**src/rtl/gpc_pkg.sv**
```systemverilog
// gpc_pkg: constants for the general purpose port block with change interrupt.
// assumes a byte-wide register port addressed by an 8-bit index, one clock domain.
//
// Overview of operation
// a pin owned by a peripheral never takes the gpio driver, yet reads back
// up to five ports, each with direction, level and output latch registers
// a write to the latch register acts exactly like a write to the level register
// latch register reads stored latch; level register reads sampled pin levels
// analog select bit blocks the pin's digital input path
// each second_port pin may raise a change event on rising or falling edges
// with master enable clear, edges still set flags but raise no interrupt
// rising enable bit set turns on rising-edge detection for that pin
// falling enable bit set turns on falling-edge detection for that pin
// both enable bits set detect and flag both directions
// an enabled edge sets the pin flag and interrupts when master enabled; irq here also needs the mask bit set
// combined change flag is the continuous or of all pin flags
// writing zero clears a flag, but a coinciding edge leaves it set
// with master enable set an edge wakes the device, flags already updated
// direction one makes an input with driver off; zero drives the latch
// pins are synchronised first; edges compare consecutive synchronised samples
package gpc_pkg;

   // register port widths
   localparam int GPC_ADDR_W = 8;
   localparam int GPC_DATA_W = 8;

   // per-port register slots: address = port index * 8 + slot
   localparam logic [2:0] GPC_SLOT_DIR = 3'h0;
   localparam logic [2:0] GPC_SLOT_LEVEL = 3'h1;
   localparam logic [2:0] GPC_SLOT_LATCH = 3'h2;
   localparam logic [2:0] GPC_SLOT_ANALOG = 3'h3;
   localparam int GPC_PORT_SHIFT = 3;

   // change interrupt and interrupt registers
   localparam logic [7:0] GPC_ADDR_RISE = 8'h40;
   localparam logic [7:0] GPC_ADDR_FALL = 8'h41;
   localparam logic [7:0] GPC_ADDR_FLAG = 8'h42;
   localparam logic [7:0] GPC_ADDR_CTRL = 8'h43;
   localparam logic [7:0] GPC_ADDR_STAT = 8'h44;
   localparam logic [7:0] GPC_ADDR_MASK = 8'h45;

   // interrupt_control_reg fields
   localparam int GPC_CTRL_MEN_BIT = 0;
   localparam int GPC_CTRL_CFLAG_BIT = 1;

   // status and mask fields
   localparam int GPC_STAT_CHG_BIT = 0;

   // reset values
   localparam logic [7:0] GPC_RST_DIR = 8'hff;
   localparam logic [7:0] GPC_RST_LATCH = 8'h00;
   localparam logic [7:0] GPC_RST_ANALOG = 8'h00;
   localparam logic [7:0] GPC_RST_EDGE_EN = 8'h00;
   localparam logic [7:0] GPC_RST_FLAG = 8'h00;

   // index of the port that carries the change detectors
   localparam int GPC_CHG_PORT = 1;

   // ce cycles after reset before edges count: two sync stages plus one history
   localparam logic [1:0] GPC_PRIME_CYCLES = 2'h3;

endpackage

```
**src/rtl/gpc_chg_if.sv**
```systemverilog
// gpc_chg_if: signals between the port block and its change detector.
// assumes both ends run on the same clock.
`timescale 1ns/10ps
interface gpc_chg_if #(
   parameter int W = 8
);
   logic [W-1:0] level;
   logic [W-1:0] rise_en;
   logic [W-1:0] fall_en;
   logic flag_wr;
   logic [W-1:0] flag_wdata;
   logic [W-1:0] flag;
   logic [W-1:0] det;

   modport ctrl (
      output level,
      output rise_en,
      output fall_en,
      output flag_wr,
      output flag_wdata,
      input flag,
      input det
   );

   modport det_side (
      input level,
      input rise_en,
      input fall_en,
      input flag_wr,
      input flag_wdata,
      output flag,
      output det
   );
endinterface

```
**src/rtl/gpc_chg_det.sv**
```systemverilog
// gpc_chg_det: per-pin edge detectors and sticky change flags.
// assumes level arrives already synchronised and gated; ce freezes all state.
`timescale 1ns/10ps
module gpc_chg_det
   import gpc_pkg::*;
#(
   parameter int W = 8
) (
   input wire logic clk,
   input wire logic rst,
   input wire logic ce,
   gpc_chg_if.det_side io
);

   logic [W-1:0] prev_q;
   logic [W-1:0] flag_q;
   logic [1:0] prime_q;
   logic primed;
   logic [W-1:0] rise;
   logic [W-1:0] fall;

   assign primed = (prime_q == GPC_PRIME_CYCLES);

   // compare consecutive samples
   assign rise = io.level & ~prev_q;
   assign fall = ~io.level & prev_q;

   // per-pin edge selection
   assign io.det = primed ? ((rise & io.rise_en) | (fall & io.fall_en)) : '0;
   assign io.flag = flag_q;

   // history sample of the synchronised level
   always_ff @(posedge clk or posedge rst) begin
      if (rst) begin
         prev_q <= '0;
      end else if (ce) begin
         prev_q <= io.level;
      end
   end

   // hold off detection until the sync chain and history are filled
   always_ff @(posedge clk or posedge rst) begin
      if (rst) begin
         prime_q <= 2'h0;
      end else if (ce && !primed) begin
         prime_q <= prime_q + 2'h1;
      end
   end

   // sticky flags, a new edge wins over a clearing write
   always_ff @(posedge clk or posedge rst) begin
      if (rst) begin
         flag_q <= GPC_RST_FLAG[W-1:0];
      end else if (ce) begin
         if (io.flag_wr) begin
            flag_q <= io.flag_wdata | io.det;
         end else begin
            flag_q <= flag_q | io.det;
         end
      end
   end

endmodule

```
**src/rtl/gpc_port_top.sv**
```systemverilog
// gpc_port_top: general purpose ports with direction, latch, readback, analog
// select and a change interrupt on the second_port.
// assumes pins come from outside the clock domain; the register master follows
// the one-cycle strobe protocol and never strobes read and write together.
`timescale 1ns/10ps
module gpc_port_top
   import gpc_pkg::*;
#(
   parameter int NUM_PORTS = 5,
   parameter int PORT_W = 8
) (
   input wire logic clk,
   input wire logic rst,
   input wire logic ce,
   input wire logic [GPC_ADDR_W-1:0] addr,
   input wire logic [GPC_DATA_W-1:0] wdata,
   input wire logic wr,
   input wire logic rd,
   output logic [GPC_DATA_W-1:0] rdata,
   input wire logic [NUM_PORTS*PORT_W-1:0] pin_in,
   output logic [NUM_PORTS*PORT_W-1:0] pin_out,
   output logic [NUM_PORTS*PORT_W-1:0] pin_oe,
   input wire logic [NUM_PORTS*PORT_W-1:0] periph_en,
   input wire logic [NUM_PORTS*PORT_W-1:0] periph_out,
   input wire logic [NUM_PORTS*PORT_W-1:0] periph_oe,
   output logic irq,
   output logic wake
);

   localparam int TOT_W = NUM_PORTS * PORT_W;
   localparam int CHG_LSB = GPC_CHG_PORT * PORT_W;

   // per-port register storage, indexed by port number
   logic [PORT_W-1:0] dir_q [NUM_PORTS];
   logic [PORT_W-1:0] latch_q [NUM_PORTS];
   logic [PORT_W-1:0] analog_q [NUM_PORTS];

   // change interrupt configuration
   logic [PORT_W-1:0] rise_en_q;
   logic [PORT_W-1:0] fall_en_q;
   logic master_en_q;

   // interrupt status and mask
   logic stat_q;
   logic mask_q;

   // pin synchronisers
   logic [TOT_W-1:0] sync1_q;
   logic [TOT_W-1:0] sync2_q;
   logic [TOT_W-1:0] level_in;

   // read path
   logic [GPC_DATA_W-1:0] rdata_q;
   logic [GPC_DATA_W-1:0] rdata_d;

   // change detector hookup
   logic combined_flag;
   logic any_det;

   // write enables, ce-gated so a frozen block ignores strobes
   logic reg_wr;
   logic [NUM_PORTS-1:0] dir_we;
   logic [NUM_PORTS-1:0] latch_we;
   logic [NUM_PORTS-1:0] analog_we;
   logic rise_we;
   logic fall_we;
   logic ctrl_we;
   logic flag_we;
   logic stat_we;
   logic stat_clr;
   logic mask_we;

   gpc_chg_if #(.W(PORT_W)) chg ();

   // true when the address hits a port slot of an existing port
   function automatic logic port_hit(
      input logic [GPC_ADDR_W-1:0] a,
      input logic [2:0] slot,
      input int p
   );
      logic [GPC_ADDR_W-GPC_PORT_SHIFT-1:0] idx;
      idx = a[GPC_ADDR_W-1:GPC_PORT_SHIFT];
      return (int'(idx) == p) && (a[GPC_PORT_SHIFT-1:0] == slot);
   endfunction

   // port number carried by an address
   function automatic int port_of(input logic [GPC_ADDR_W-1:0] a);
      return int'(a[GPC_ADDR_W-1:GPC_PORT_SHIFT]);
   endfunction

   // true when the address hits one single register
   function automatic logic reg_hit(
      input logic [GPC_ADDR_W-1:0] a,
      input logic [GPC_ADDR_W-1:0] target
   );
      return a == target;
   endfunction

   // a write strobe that counts in this cycle
   assign reg_wr = ce && wr;

   // per-port write enables; level and latch slots share the latch enable
   always_comb begin
      dir_we = '0;
      latch_we = '0;
      analog_we = '0;
      for (int p = 0; p < NUM_PORTS; p++) begin
         dir_we[p] = reg_wr && port_hit(addr, GPC_SLOT_DIR, p);
         latch_we[p] = reg_wr && (port_hit(addr, GPC_SLOT_LEVEL, p)
            || port_hit(addr, GPC_SLOT_LATCH, p));
         analog_we[p] = reg_wr && port_hit(addr, GPC_SLOT_ANALOG, p);
      end
   end

   // write enables of the single registers
   always_comb begin
      rise_we = reg_wr && reg_hit(addr, GPC_ADDR_RISE);
      fall_we = reg_wr && reg_hit(addr, GPC_ADDR_FALL);
      ctrl_we = reg_wr && reg_hit(addr, GPC_ADDR_CTRL);
      flag_we = reg_wr && reg_hit(addr, GPC_ADDR_FLAG);
      stat_we = reg_wr && reg_hit(addr, GPC_ADDR_STAT);
      stat_clr = stat_we && wdata[GPC_STAT_CHG_BIT];
      mask_we = reg_wr && reg_hit(addr, GPC_ADDR_MASK);
   end

   // two-stage pin synchroniser
   always_ff @(posedge clk or posedge rst) begin
      if (rst) begin
         sync1_q <= '0;
         sync2_q <= '0;
      end else if (ce) begin
         sync1_q <= pin_in;
         sync2_q <= sync1_q;
      end
   end

   // analog pins blank the digital input
   always_comb begin
      level_in = '0;
      for (int p = 0; p < NUM_PORTS; p++) begin
         level_in[p*PORT_W +: PORT_W] = sync2_q[p*PORT_W +: PORT_W] & ~analog_q[p];
      end
   end

   // direction registers per port
   always_ff @(posedge clk or posedge rst) begin
      if (rst) begin
         for (int p = 0; p < NUM_PORTS; p++) begin
            dir_q[p] <= GPC_RST_DIR[PORT_W-1:0];
         end
      end else begin
         for (int p = 0; p < NUM_PORTS; p++) begin
            if (dir_we[p]) begin
               dir_q[p] <= wdata[PORT_W-1:0];
            end
         end
      end
   end

   // level and latch writes both load the output latch
   always_ff @(posedge clk or posedge rst) begin
      if (rst) begin
         for (int p = 0; p < NUM_PORTS; p++) begin
            latch_q[p] <= GPC_RST_LATCH[PORT_W-1:0];
         end
      end else begin
         for (int p = 0; p < NUM_PORTS; p++) begin
            if (latch_we[p]) begin
               latch_q[p] <= wdata[PORT_W-1:0];
            end
         end
      end
   end

   // analog select registers
   always_ff @(posedge clk or posedge rst) begin
      if (rst) begin
         for (int p = 0; p < NUM_PORTS; p++) begin
            analog_q[p] <= GPC_RST_ANALOG[PORT_W-1:0];
         end
      end else begin
         for (int p = 0; p < NUM_PORTS; p++) begin
            if (analog_we[p]) begin
               analog_q[p] <= wdata[PORT_W-1:0];
            end
         end
      end
   end

   // pin drivers
   always_comb begin
      pin_out = '0;
      pin_oe = '0;
      for (int p = 0; p < NUM_PORTS; p++) begin
         for (int b = 0; b < PORT_W; b++) begin
            if (periph_en[p*PORT_W + b]) begin
               // peripheral owns the pin
               pin_out[p*PORT_W + b] = periph_out[p*PORT_W + b];
               pin_oe[p*PORT_W + b] = periph_oe[p*PORT_W + b];
            end else begin
               // direction zero drives latch
               pin_out[p*PORT_W + b] = latch_q[p][b];
               pin_oe[p*PORT_W + b] = ~dir_q[p][b];
            end
         end
      end
   end

   // edge enable registers
   always_ff @(posedge clk or posedge rst) begin
      if (rst) begin
         rise_en_q <= GPC_RST_EDGE_EN[PORT_W-1:0];
         fall_en_q <= GPC_RST_EDGE_EN[PORT_W-1:0];
      end else begin
         if (rise_we) begin
            rise_en_q <= wdata[PORT_W-1:0];
         end
         if (fall_we) begin
            fall_en_q <= wdata[PORT_W-1:0];
         end
      end
   end

   // master change interrupt enable
   always_ff @(posedge clk or posedge rst) begin
      if (rst) begin
         master_en_q <= 1'b0;
      end else if (ctrl_we) begin
         master_en_q <= wdata[GPC_CTRL_MEN_BIT];
      end
   end

   // change detector on the second_port
   assign chg.level = level_in[CHG_LSB +: PORT_W];
   assign chg.rise_en = rise_en_q;
   assign chg.fall_en = fall_en_q;
   assign chg.flag_wr = flag_we;
   assign chg.flag_wdata = wdata[PORT_W-1:0];

   gpc_chg_det #(
      .W(PORT_W)
   ) u_det (
      .clk(clk),
      .rst(rst),
      .ce(ce),
      .io(chg)
   );

   // combined flag follows the pin flags
   assign combined_flag = |chg.flag;
   assign any_det = |chg.det;

   // sticky change event, write one clears, a new edge wins
   always_ff @(posedge clk or posedge rst) begin
      if (rst) begin
         stat_q <= 1'b0;
      end else if (ce) begin
         if (any_det) begin
            stat_q <= 1'b1;
         end else if (stat_clr) begin
            stat_q <= 1'b0;
         end
      end
   end

   // interrupt mask
   always_ff @(posedge clk or posedge rst) begin
      if (rst) begin
         mask_q <= 1'b0;
      end else if (mask_we) begin
         mask_q <= wdata[GPC_STAT_CHG_BIT];
      end
   end

   // interrupt only with master enable
   assign irq = master_en_q & stat_q & mask_q;

   // wake request from pending change flags
   assign wake = master_en_q & combined_flag;

   // read decode: latch versus sampled pins
   always_comb begin
      rdata_d = '0;
      if (port_of(addr) < NUM_PORTS) begin
         for (int p = 0; p < NUM_PORTS; p++) begin
            if (port_hit(addr, GPC_SLOT_DIR, p)) begin
               rdata_d[PORT_W-1:0] = dir_q[p];
            end
            if (port_hit(addr, GPC_SLOT_LEVEL, p)) begin
               rdata_d[PORT_W-1:0] = level_in[p*PORT_W +: PORT_W];
            end
            if (port_hit(addr, GPC_SLOT_LATCH, p)) begin
               rdata_d[PORT_W-1:0] = latch_q[p];
            end
            if (port_hit(addr, GPC_SLOT_ANALOG, p)) begin
               rdata_d[PORT_W-1:0] = analog_q[p];
            end
         end
      end else begin
         case (addr)
            GPC_ADDR_RISE: begin
               rdata_d[PORT_W-1:0] = rise_en_q;
            end
            GPC_ADDR_FALL: begin
               rdata_d[PORT_W-1:0] = fall_en_q;
            end
            GPC_ADDR_FLAG: begin
               rdata_d[PORT_W-1:0] = chg.flag;
            end
            GPC_ADDR_CTRL: begin
               rdata_d[GPC_CTRL_MEN_BIT] = master_en_q;
               rdata_d[GPC_CTRL_CFLAG_BIT] = combined_flag;
            end
            GPC_ADDR_STAT: begin
               rdata_d[GPC_STAT_CHG_BIT] = stat_q;
            end
            GPC_ADDR_MASK: begin
               rdata_d[GPC_STAT_CHG_BIT] = mask_q;
            end
            default: begin
               rdata_d = '0;
            end
         endcase
      end
   end

   // read data captured on the strobe, shown only in the next cycle
   always_ff @(posedge clk or posedge rst) begin
      if (rst) begin
         rdata_q <= '0;
      end else if (ce) begin
         if (rd) begin
            rdata_q <= rdata_d;
         end else begin
            rdata_q <= '0;
         end
      end
   end

   assign rdata = rdata_q;

endmodule

```
**config.mk**
```make
export PLATFORM = sky130hd
export DESIGN_NAME = gpc_port_top
export DESIGN_NICKNAME = d
export VERILOG_FILES = /design/src/rtl/gpc_pkg.sv /design/src/rtl/gpc_chg_if.sv /design/src/rtl/gpc_chg_det.sv /design/src/rtl/gpc_port_top.sv
export SDC_FILE = /design/constraint.sdc
export NUM_CORES = 1
export LEC_CHECK = 0
export ABC_AREA = 1
export ABC_CLOCK_PERIOD_IN_PS = 8000
export BUFFER_PORTS_ARGS = -buffer_cell sky130_fd_sc_hd__buf_2
export CAP_MARGIN = 20
export CORE_MARGIN = 3
export CORE_UTILIZATION = 35
export DETAILED_ROUTE_END_ITERATION = 16
export PLACE_DENSITY = 0.53
export SLEW_MARGIN = 15
export SYNTH_ARGS = -nofsm -noshare
export SYNTH_HDL_FRONTEND = slang
export SYNTH_SLANG_ARGS = --single-unit
```
**constraint.sdc**
```tcl
create_clock -name clk -period 8 [get_ports clk]
set_input_delay 0.8 -clock clk [delete_from_list [all_inputs] [get_ports clk]]
set_output_delay 0.8 -clock clk [all_outputs]
set_load 0.01 [all_outputs]
```
# Word-level counts from Yosys, hierarchy flattened

Index checks and enable logic that the tools add are counted.

$add $sub $neg: 1
$lt $le $gt $ge: 1
Equal/unequal tests: 14
Mux-type cells: 109
Bitwise operators: 62
Reduce and logical (&&, ||, !) cells: 56

Operators by type and width:

| cell                  | count |
|---|---|
| $mux W8               | 24 |
| $mux W1               | 82 |
| $and A8 B8 Y8         | 9 |
| $not A8 Y8            | 7 |
| $eq A8 B7 Y1 const B  | 6 |
| $logic_and A1 B1 Y1   | 44 |
| $not A1 Y1            | 40 |
| $or A8 B8 Y8          | 3 |
| $pmux W6 S3           | 1 |
| $reduce_or A8 Y1      | 2 |
| $eq A5 B3 Y1 const B  | 2 |
| $eq A3 B2 Y1 const B  | 2 |
| $pmux W1 S6           | 1 |
| $eq A5 B2 Y1 const B  | 1 |
| $eq A5 B4 Y1 const B  | 1 |
| $logic_not A5 Y1      | 1 |
| $logic_or A1 B1 Y1    | 5 |
| $lt A5 B3 Y1 const B  | 1 |
| $pmux W1 S4           | 1 |
| $and A1 B1 Y1         | 3 |
| $eq A3 B1 Y1 const B  | 1 |
| $logic_not A3 Y1      | 1 |
| $add A2 B1 Y2 const B | 1 |
| $eq A2 B2 Y1 const B  | 1 |
| other kinds (3)       | 3 |

Bits in registers: 245
Input port bits: 181
Output and inout port bits: 90
Word-level logic and storage cells: 269

# Longest topological paths before layout

Word-level depth: 24
Mapped depth: 21
Depth with buffers taken out: 21

# By module

From an unflattened synthesis, not the netlist that was laid out.

Cell total of the unflattened synthesis: 1,575
Area, all modules: 12,213.0 sq um

Modules (own cells, without submodules):

| module       | instances | cells an instance | area an instance (sq um) | sequential area each (sq um) |
|---|---|---|---|---|
| gpc_port_top | 1         | 1,431             | 11,162.0                 | 5,730.5 |
| gpc_chg_det  | 1         | 144               | 1,051.0                  | 450.4 |

# Least setup slack after synthesis

OpenSTA, ideal clock, no wires.

Kind: input-to-reg
Start point: input port addr[5]
End point: register rdata_q[2] (netlist: rdata[2])
Library setup time: 117 ps
Data arrival time: 2,151 ps
Data required time: 7,883 ps
Slack: 5,733 ps
Stages on the path: 14
Path buffers: 1
Cell sequence: nor2_2 > nand2_1 > nor3_2 > nand2_1 > buf_2 > or2_1 > nand2_1 > nand4_1 > nand2_1 > nand4_1 > nand2_1 > nand4_1 > nand2_1 > nand2_1

Longest elaborated chain between the ends: 24
Elaborated cells between the ends (all ways): 52
Those cells by class: 1 x order compare; 7 x eq/ne; 23 x mux; 21 x reduce/logical

Ends and longest elaborated chain:

| what                 | line                | source |
|---|---|---|
| start, declared      | gpc_port_top.sv:15  | `input wire logic [GPC_ADDR_W-1:0] addr,` |
| $logic_not A5 Y1     | gpc_port_top.sv:83  | `return (int'(idx) == p) && (a[GPC_PORT_SHIFT-1:0] == slot);` |
| $logic_and A1 B1 Y1  | gpc_port_top.sv:83  |  |
| $mux W8              | gpc_port_top.sv:286 | `if (port_hit(addr, GPC_SLOT_DIR, p)) begin` |
| $mux W8              | gpc_port_top.sv:289 | `if (port_hit(addr, GPC_SLOT_LEVEL, p)) begin` |
| $mux W8              | gpc_port_top.sv:292 | `if (port_hit(addr, GPC_SLOT_LATCH, p)) begin` |
| $mux W8              | gpc_port_top.sv:295 | `if (port_hit(addr, GPC_SLOT_ANALOG, p)) begin` |
| $mux W8              | gpc_port_top.sv:286 |  |
| $mux W8              | gpc_port_top.sv:289 |  |
| [... 8 more ...]     | n/a                 |  |
| $mux W8              | gpc_port_top.sv:292 |  |
| $mux W8              | gpc_port_top.sv:295 |  |
| $mux W8              | gpc_port_top.sv:286 |  |
| $mux W8              | gpc_port_top.sv:289 |  |
| $mux W8              | gpc_port_top.sv:292 |  |
| $mux W8              | gpc_port_top.sv:295 |  |
| $mux W8 *            | gpc_port_top.sv:284 | `if (port_of(addr) < NUM_PORTS) begin` |
| $mux W8 *            | gpc_port_top.sv:332 | `if (rd) begin` |
| end signal, assigned | gpc_port_top.sv:333 | `rdata_q <= rdata_d;` |
| end, declared        | gpc_port_top.sv:53  | `logic [GPC_DATA_W-1:0] rdata_q;` |

Mark *: on every way between the ends. The rest lies on a longest branch, timed or not.
A chain may end at the register's enable or synchronous reset.

# Worst setup path in the final report

Start point: input port addr[1]
End point: register rdata_q[1] (netlist: rdata[1])

Longest elaborated chain between the ends: 24
Elaborated cells between the ends (all ways): 51
Those cells by class: 7 x eq/ne; 23 x mux; 21 x reduce/logical

Ends and longest elaborated chain:

| what                | line |
|---|---|
| $logic_not A3 Y1    | gpc_port_top.sv:83 |
| $logic_and A1 B1 Y1 | gpc_port_top.sv:83 |
| $mux W8             | gpc_port_top.sv:286 |
| $mux W8             | gpc_port_top.sv:289 |
| $mux W8             | gpc_port_top.sv:292 |
| $mux W8             | gpc_port_top.sv:295 |
| $mux W8             | gpc_port_top.sv:286 |
| $mux W8             | gpc_port_top.sv:289 |
| [... 8 more ...]    | n/a |
| $mux W8             | gpc_port_top.sv:292 |
| $mux W8             | gpc_port_top.sv:295 |
| $mux W8             | gpc_port_top.sv:286 |
| $mux W8             | gpc_port_top.sv:289 |
| $mux W8             | gpc_port_top.sv:292 |
| $mux W8             | gpc_port_top.sv:295 |
| $mux W8 *           | gpc_port_top.sv:284 |
| $mux W8 *           | gpc_port_top.sv:332 |

Marked as above.

==> impl_metrics.env <==
export IMPL_antenna_found_initial=1
export IMPL_r2r_start="analog_q[31]$_DFFE_PP0P_"
export IMPL_syn2layout_area_growth_pct=22.2
export IMPL_grtUsageTotal=0.218
export IMPL_cp_top_family="simple AND/OR/NAND/NOR gates"
export IMPL_critPathMaxFanout=15
export IMPL_timing_fmax_mhz=367
export IMPL_crit_required_ns=8.42
export IMPL_path_common_cell="nand2_1"
export IMPL_fin_util=0.438
export IMPL_grt_pass1_wl_um=62000
export IMPL_fin_skew_ns=0.0116
export IMPL_final_antenna_net_count=0
export IMPL_synthCells=1547
export IMPL_hold_path_class="input pin to async pin"
export IMPL_critPathKind="input pin to flop"
export IMPL_ys_warnings_count=0
export IMPL_drive_gt1_frac=0.244
export IMPL_first_pass_iters=5
export IMPL_drc=0
export IMPL_vias=11300
export IMPL_slowest_delay_ns=0.50
export IMPL_min_period_over_period=0.340
export IMPL_synth_area_leader_cell="dfrtp_1"
export IMPL_status="completed"
export IMPL_dieWidth_um=192
export IMPL_hold_buffers=0
export IMPL_cts_clk_slew_worst_paths_ns=0.06
export IMPL_wl_um=41000
export IMPL_syn_nets=1729
export IMPL_worstMarginPinSlew_ns=0.977
export IMPL_h_tree_depth=1
export IMPL_dp_hpwl_um=30000
export IMPL_period_needed_ns=2.72
export IMPL_cts_tree="done"
export IMPL_power_leakage_nw=6.92
export IMPL_avgSynthCellArea_um2=7.82
export IMPL_synth_edf_count=0
export IMPL_die_y_um=192
export IMPL_ys_seq_area_frac=0.511
export IMPL_rsz0062_at_grt="false"
export IMPL_drv_slew=0
export IMPL_hold_violations=0
export IMPL_core_um2=33800
export IMPL_grt_overflow=0
export IMPL_final_common_cell="nand2_1"
export IMPL_cp_slowest_cell="nor2_2"
export IMPL_fin_nets=1978
export IMPL_dieArea_um2=36800
export IMPL_cts_setup_buffers=0
export IMPL_drtIter0Drc=869
export IMPL_grt_max_degree=94
export IMPL_grt_pass1_vias=10800
export IMPL_io_pins=271
export IMPL_arrival_ns=3.14
export IMPL_crit_buf_inv=2
export IMPL_peakVddDrop_uv=134
export IMPL_tns_ns=0
export IMPL_maxCapViolations=0
export IMPL_cts_resized=0
export IMPL_crit_path_start="addr[1]"
export IMPL_clockBufferDepth=3
export IMPL_synth_top_area_share=0.424
export IMPL_syn_cell_area_um2=12100
export IMPL_cts_inserted_buffers=27
export IMPL_cts_root_buffer="clkbuf_16"
export IMPL_vias_per_cell=4.97
export IMPL_critPathLaunchType="input pin"
export IMPL_mostFrequentLayoutCells="524 x nand2_1, 303 x o21ai_0, 269 x buf_2"
export IMPL_critPathCaptureType="flop"
export IMPL_clk_latency_ns=0.54
export IMPL_maxSlewHeadroom=0.348
export IMPL_yosys_top_cells_area="dfrtp_1 42%, nand2_1 16%, o21ai_0 13%"
export IMPL_crit_chain="buf_2, inv_2, nand2_1, nor2_2, nand2_1, or2_2, nand2_1, nand3_1, nand2_1, nand3_1, nand2_1, nand3_1, nand2_1, nand3_1, nand2_1, nand2_1"
export IMPL_row_count=67
export IMPL_clock_sinks=245
export IMPL_power_density_nw_per_um2=208
export IMPL_finalSetupViolations=0
export IMPL_initial_utilization=0.358
export IMPL_async_flop_share=1.00
export IMPL_wl_per_cell_um=18.1
export IMPL_yosys_cell_types_count=39
export IMPL_gp_congestion=0.890
export IMPL_synth_flop_cell="dfrtp_1"
export IMPL_portBuffers=270
export IMPL_ys_seq_elements=245
==> worst register-to-register path: cells and delay by family (launching register included) <==
kind	cells	cell delay (ns)
AND/OR/NAND/NOR	4	1.11
AO/OA/AOI/OAI	3	0.59
flip-flops	1	0.43
==> sequential cells by signal, indices dropped and copies added, names as in the netlist, 2 cells and up <==
| register | cells |
|---|---|
| sync2_q | 40 |
| chg.rise_en | 8 |
| rdata | 8 |
| u_det.io.flag | 8 |
| chg.fall_en | 8 |
| u_det.prev_q | 8 |
| sync1_q | 40 |
| latch_q | 40 |
| dir_q | 40 |
| u_det.prime_q | 2 |
| analog_q | 40 |
==> path summary, 6_finish.rpt <==
path / end / slack [ns] / depth (start not counted)
worst min register to register: sync1_q[12]$_DFFE_PP0P_ / 0.47 / 2
max in group asynchronous: analog_q[3]$_DFFE_PP0P_ / 6.27 / 3
worst min-delay path: sync1_q[33]$_DFFE_PP0P_ / 0.34 / 2
worst max-delay path: rdata[1]$_DFFE_PP0P_ / 5.28 / 16
worst max register to register: stat_q$_DFFE_PP0P_ / 5.74 / 7
min in group clk: sync1_q[9]$_DFFE_PP0P_ / 0.47 / 3
==> cells in the mapped netlist, types with 3 or more instances <==
cell type / instances
nor2_1: 36
inv_2: 20
a21oi_1: 25
nor3_2: 4
or2_2: 11
dfstp_2: 40
o22ai_1: 5
a31oi_1: 3
nor3_1: 4
nand2_2: 4
a41oi_1: 4
mux2_2: 23
dfrtp_1: 205
o21ai_1: 10
nor2_4: 5
inv_1: 151
nor2_2: 13
nand3_1: 49
nand3b_1: 5
nand2_1: 524
clkbuf_1: 50
nand4_1: 29
o21ai_0: 303
buf_2: 3
==> layer usage <==
layer  global-route usage  vias up  part of all wire
met1                0.313     5277              0.47
met3               0.0341       72             0.065
met2                0.338      387              0.44
met4               0.0680        0             0.027
li1                     -     5515                 -
met5                    0        -                 0
==> cell type report <==
cell class                 count  area, um2
tap                          448        561
antenna                        1       2.50
multi-input combinational   1074       5050
clock buffer                  38        777
clock inverter                11        158
inverter                     173        657
timing repair buffer         275       1410
sequential                   245       6180
fill                        3448      19000
==> kinds of logic after synthesis <==
family / after synthesis / share of synthesized area
muxes: 23 / 0.0214
and+or+nand+nor: 694 / 0.244
DFF: 245 / 0.511
AOI/OAI and AO/OA: 355 / 0.150
adders and majority gates: 1 / 0.00103
xor gates and xnor gates: 1 / 0.000724
buffers and inverters: 228 / 0.0723
==> stage by stage <==
stage               hold WS, ns  total power [mW]  area (um2)  worst slack [ns]  std cells
floorplan                 0.442              1.60       12100             0.536       1547
global placement          0.462              1.77       13800              4.81       2214
detailed placement        0.462              1.78       13800              4.80       2214
CTS                       0.379              3.11       14800              5.37       2263
global route              0.407              3.21       14800              5.08       2265
finish                    0.345              3.07       14800              5.28       2265
==> report_power, final <==
part	switching [mW]	leakage, nW	internal [mW]	total, mW
sequential	0.0662	3.08	1.34	1.40
clock	0.517	0.462	0.802	1.32
combinational	0.220	3.38	0.131	0.352
total	0.803	6.92	2.27	3.07
Note: power is estimated with default switching activity, not from simulation.
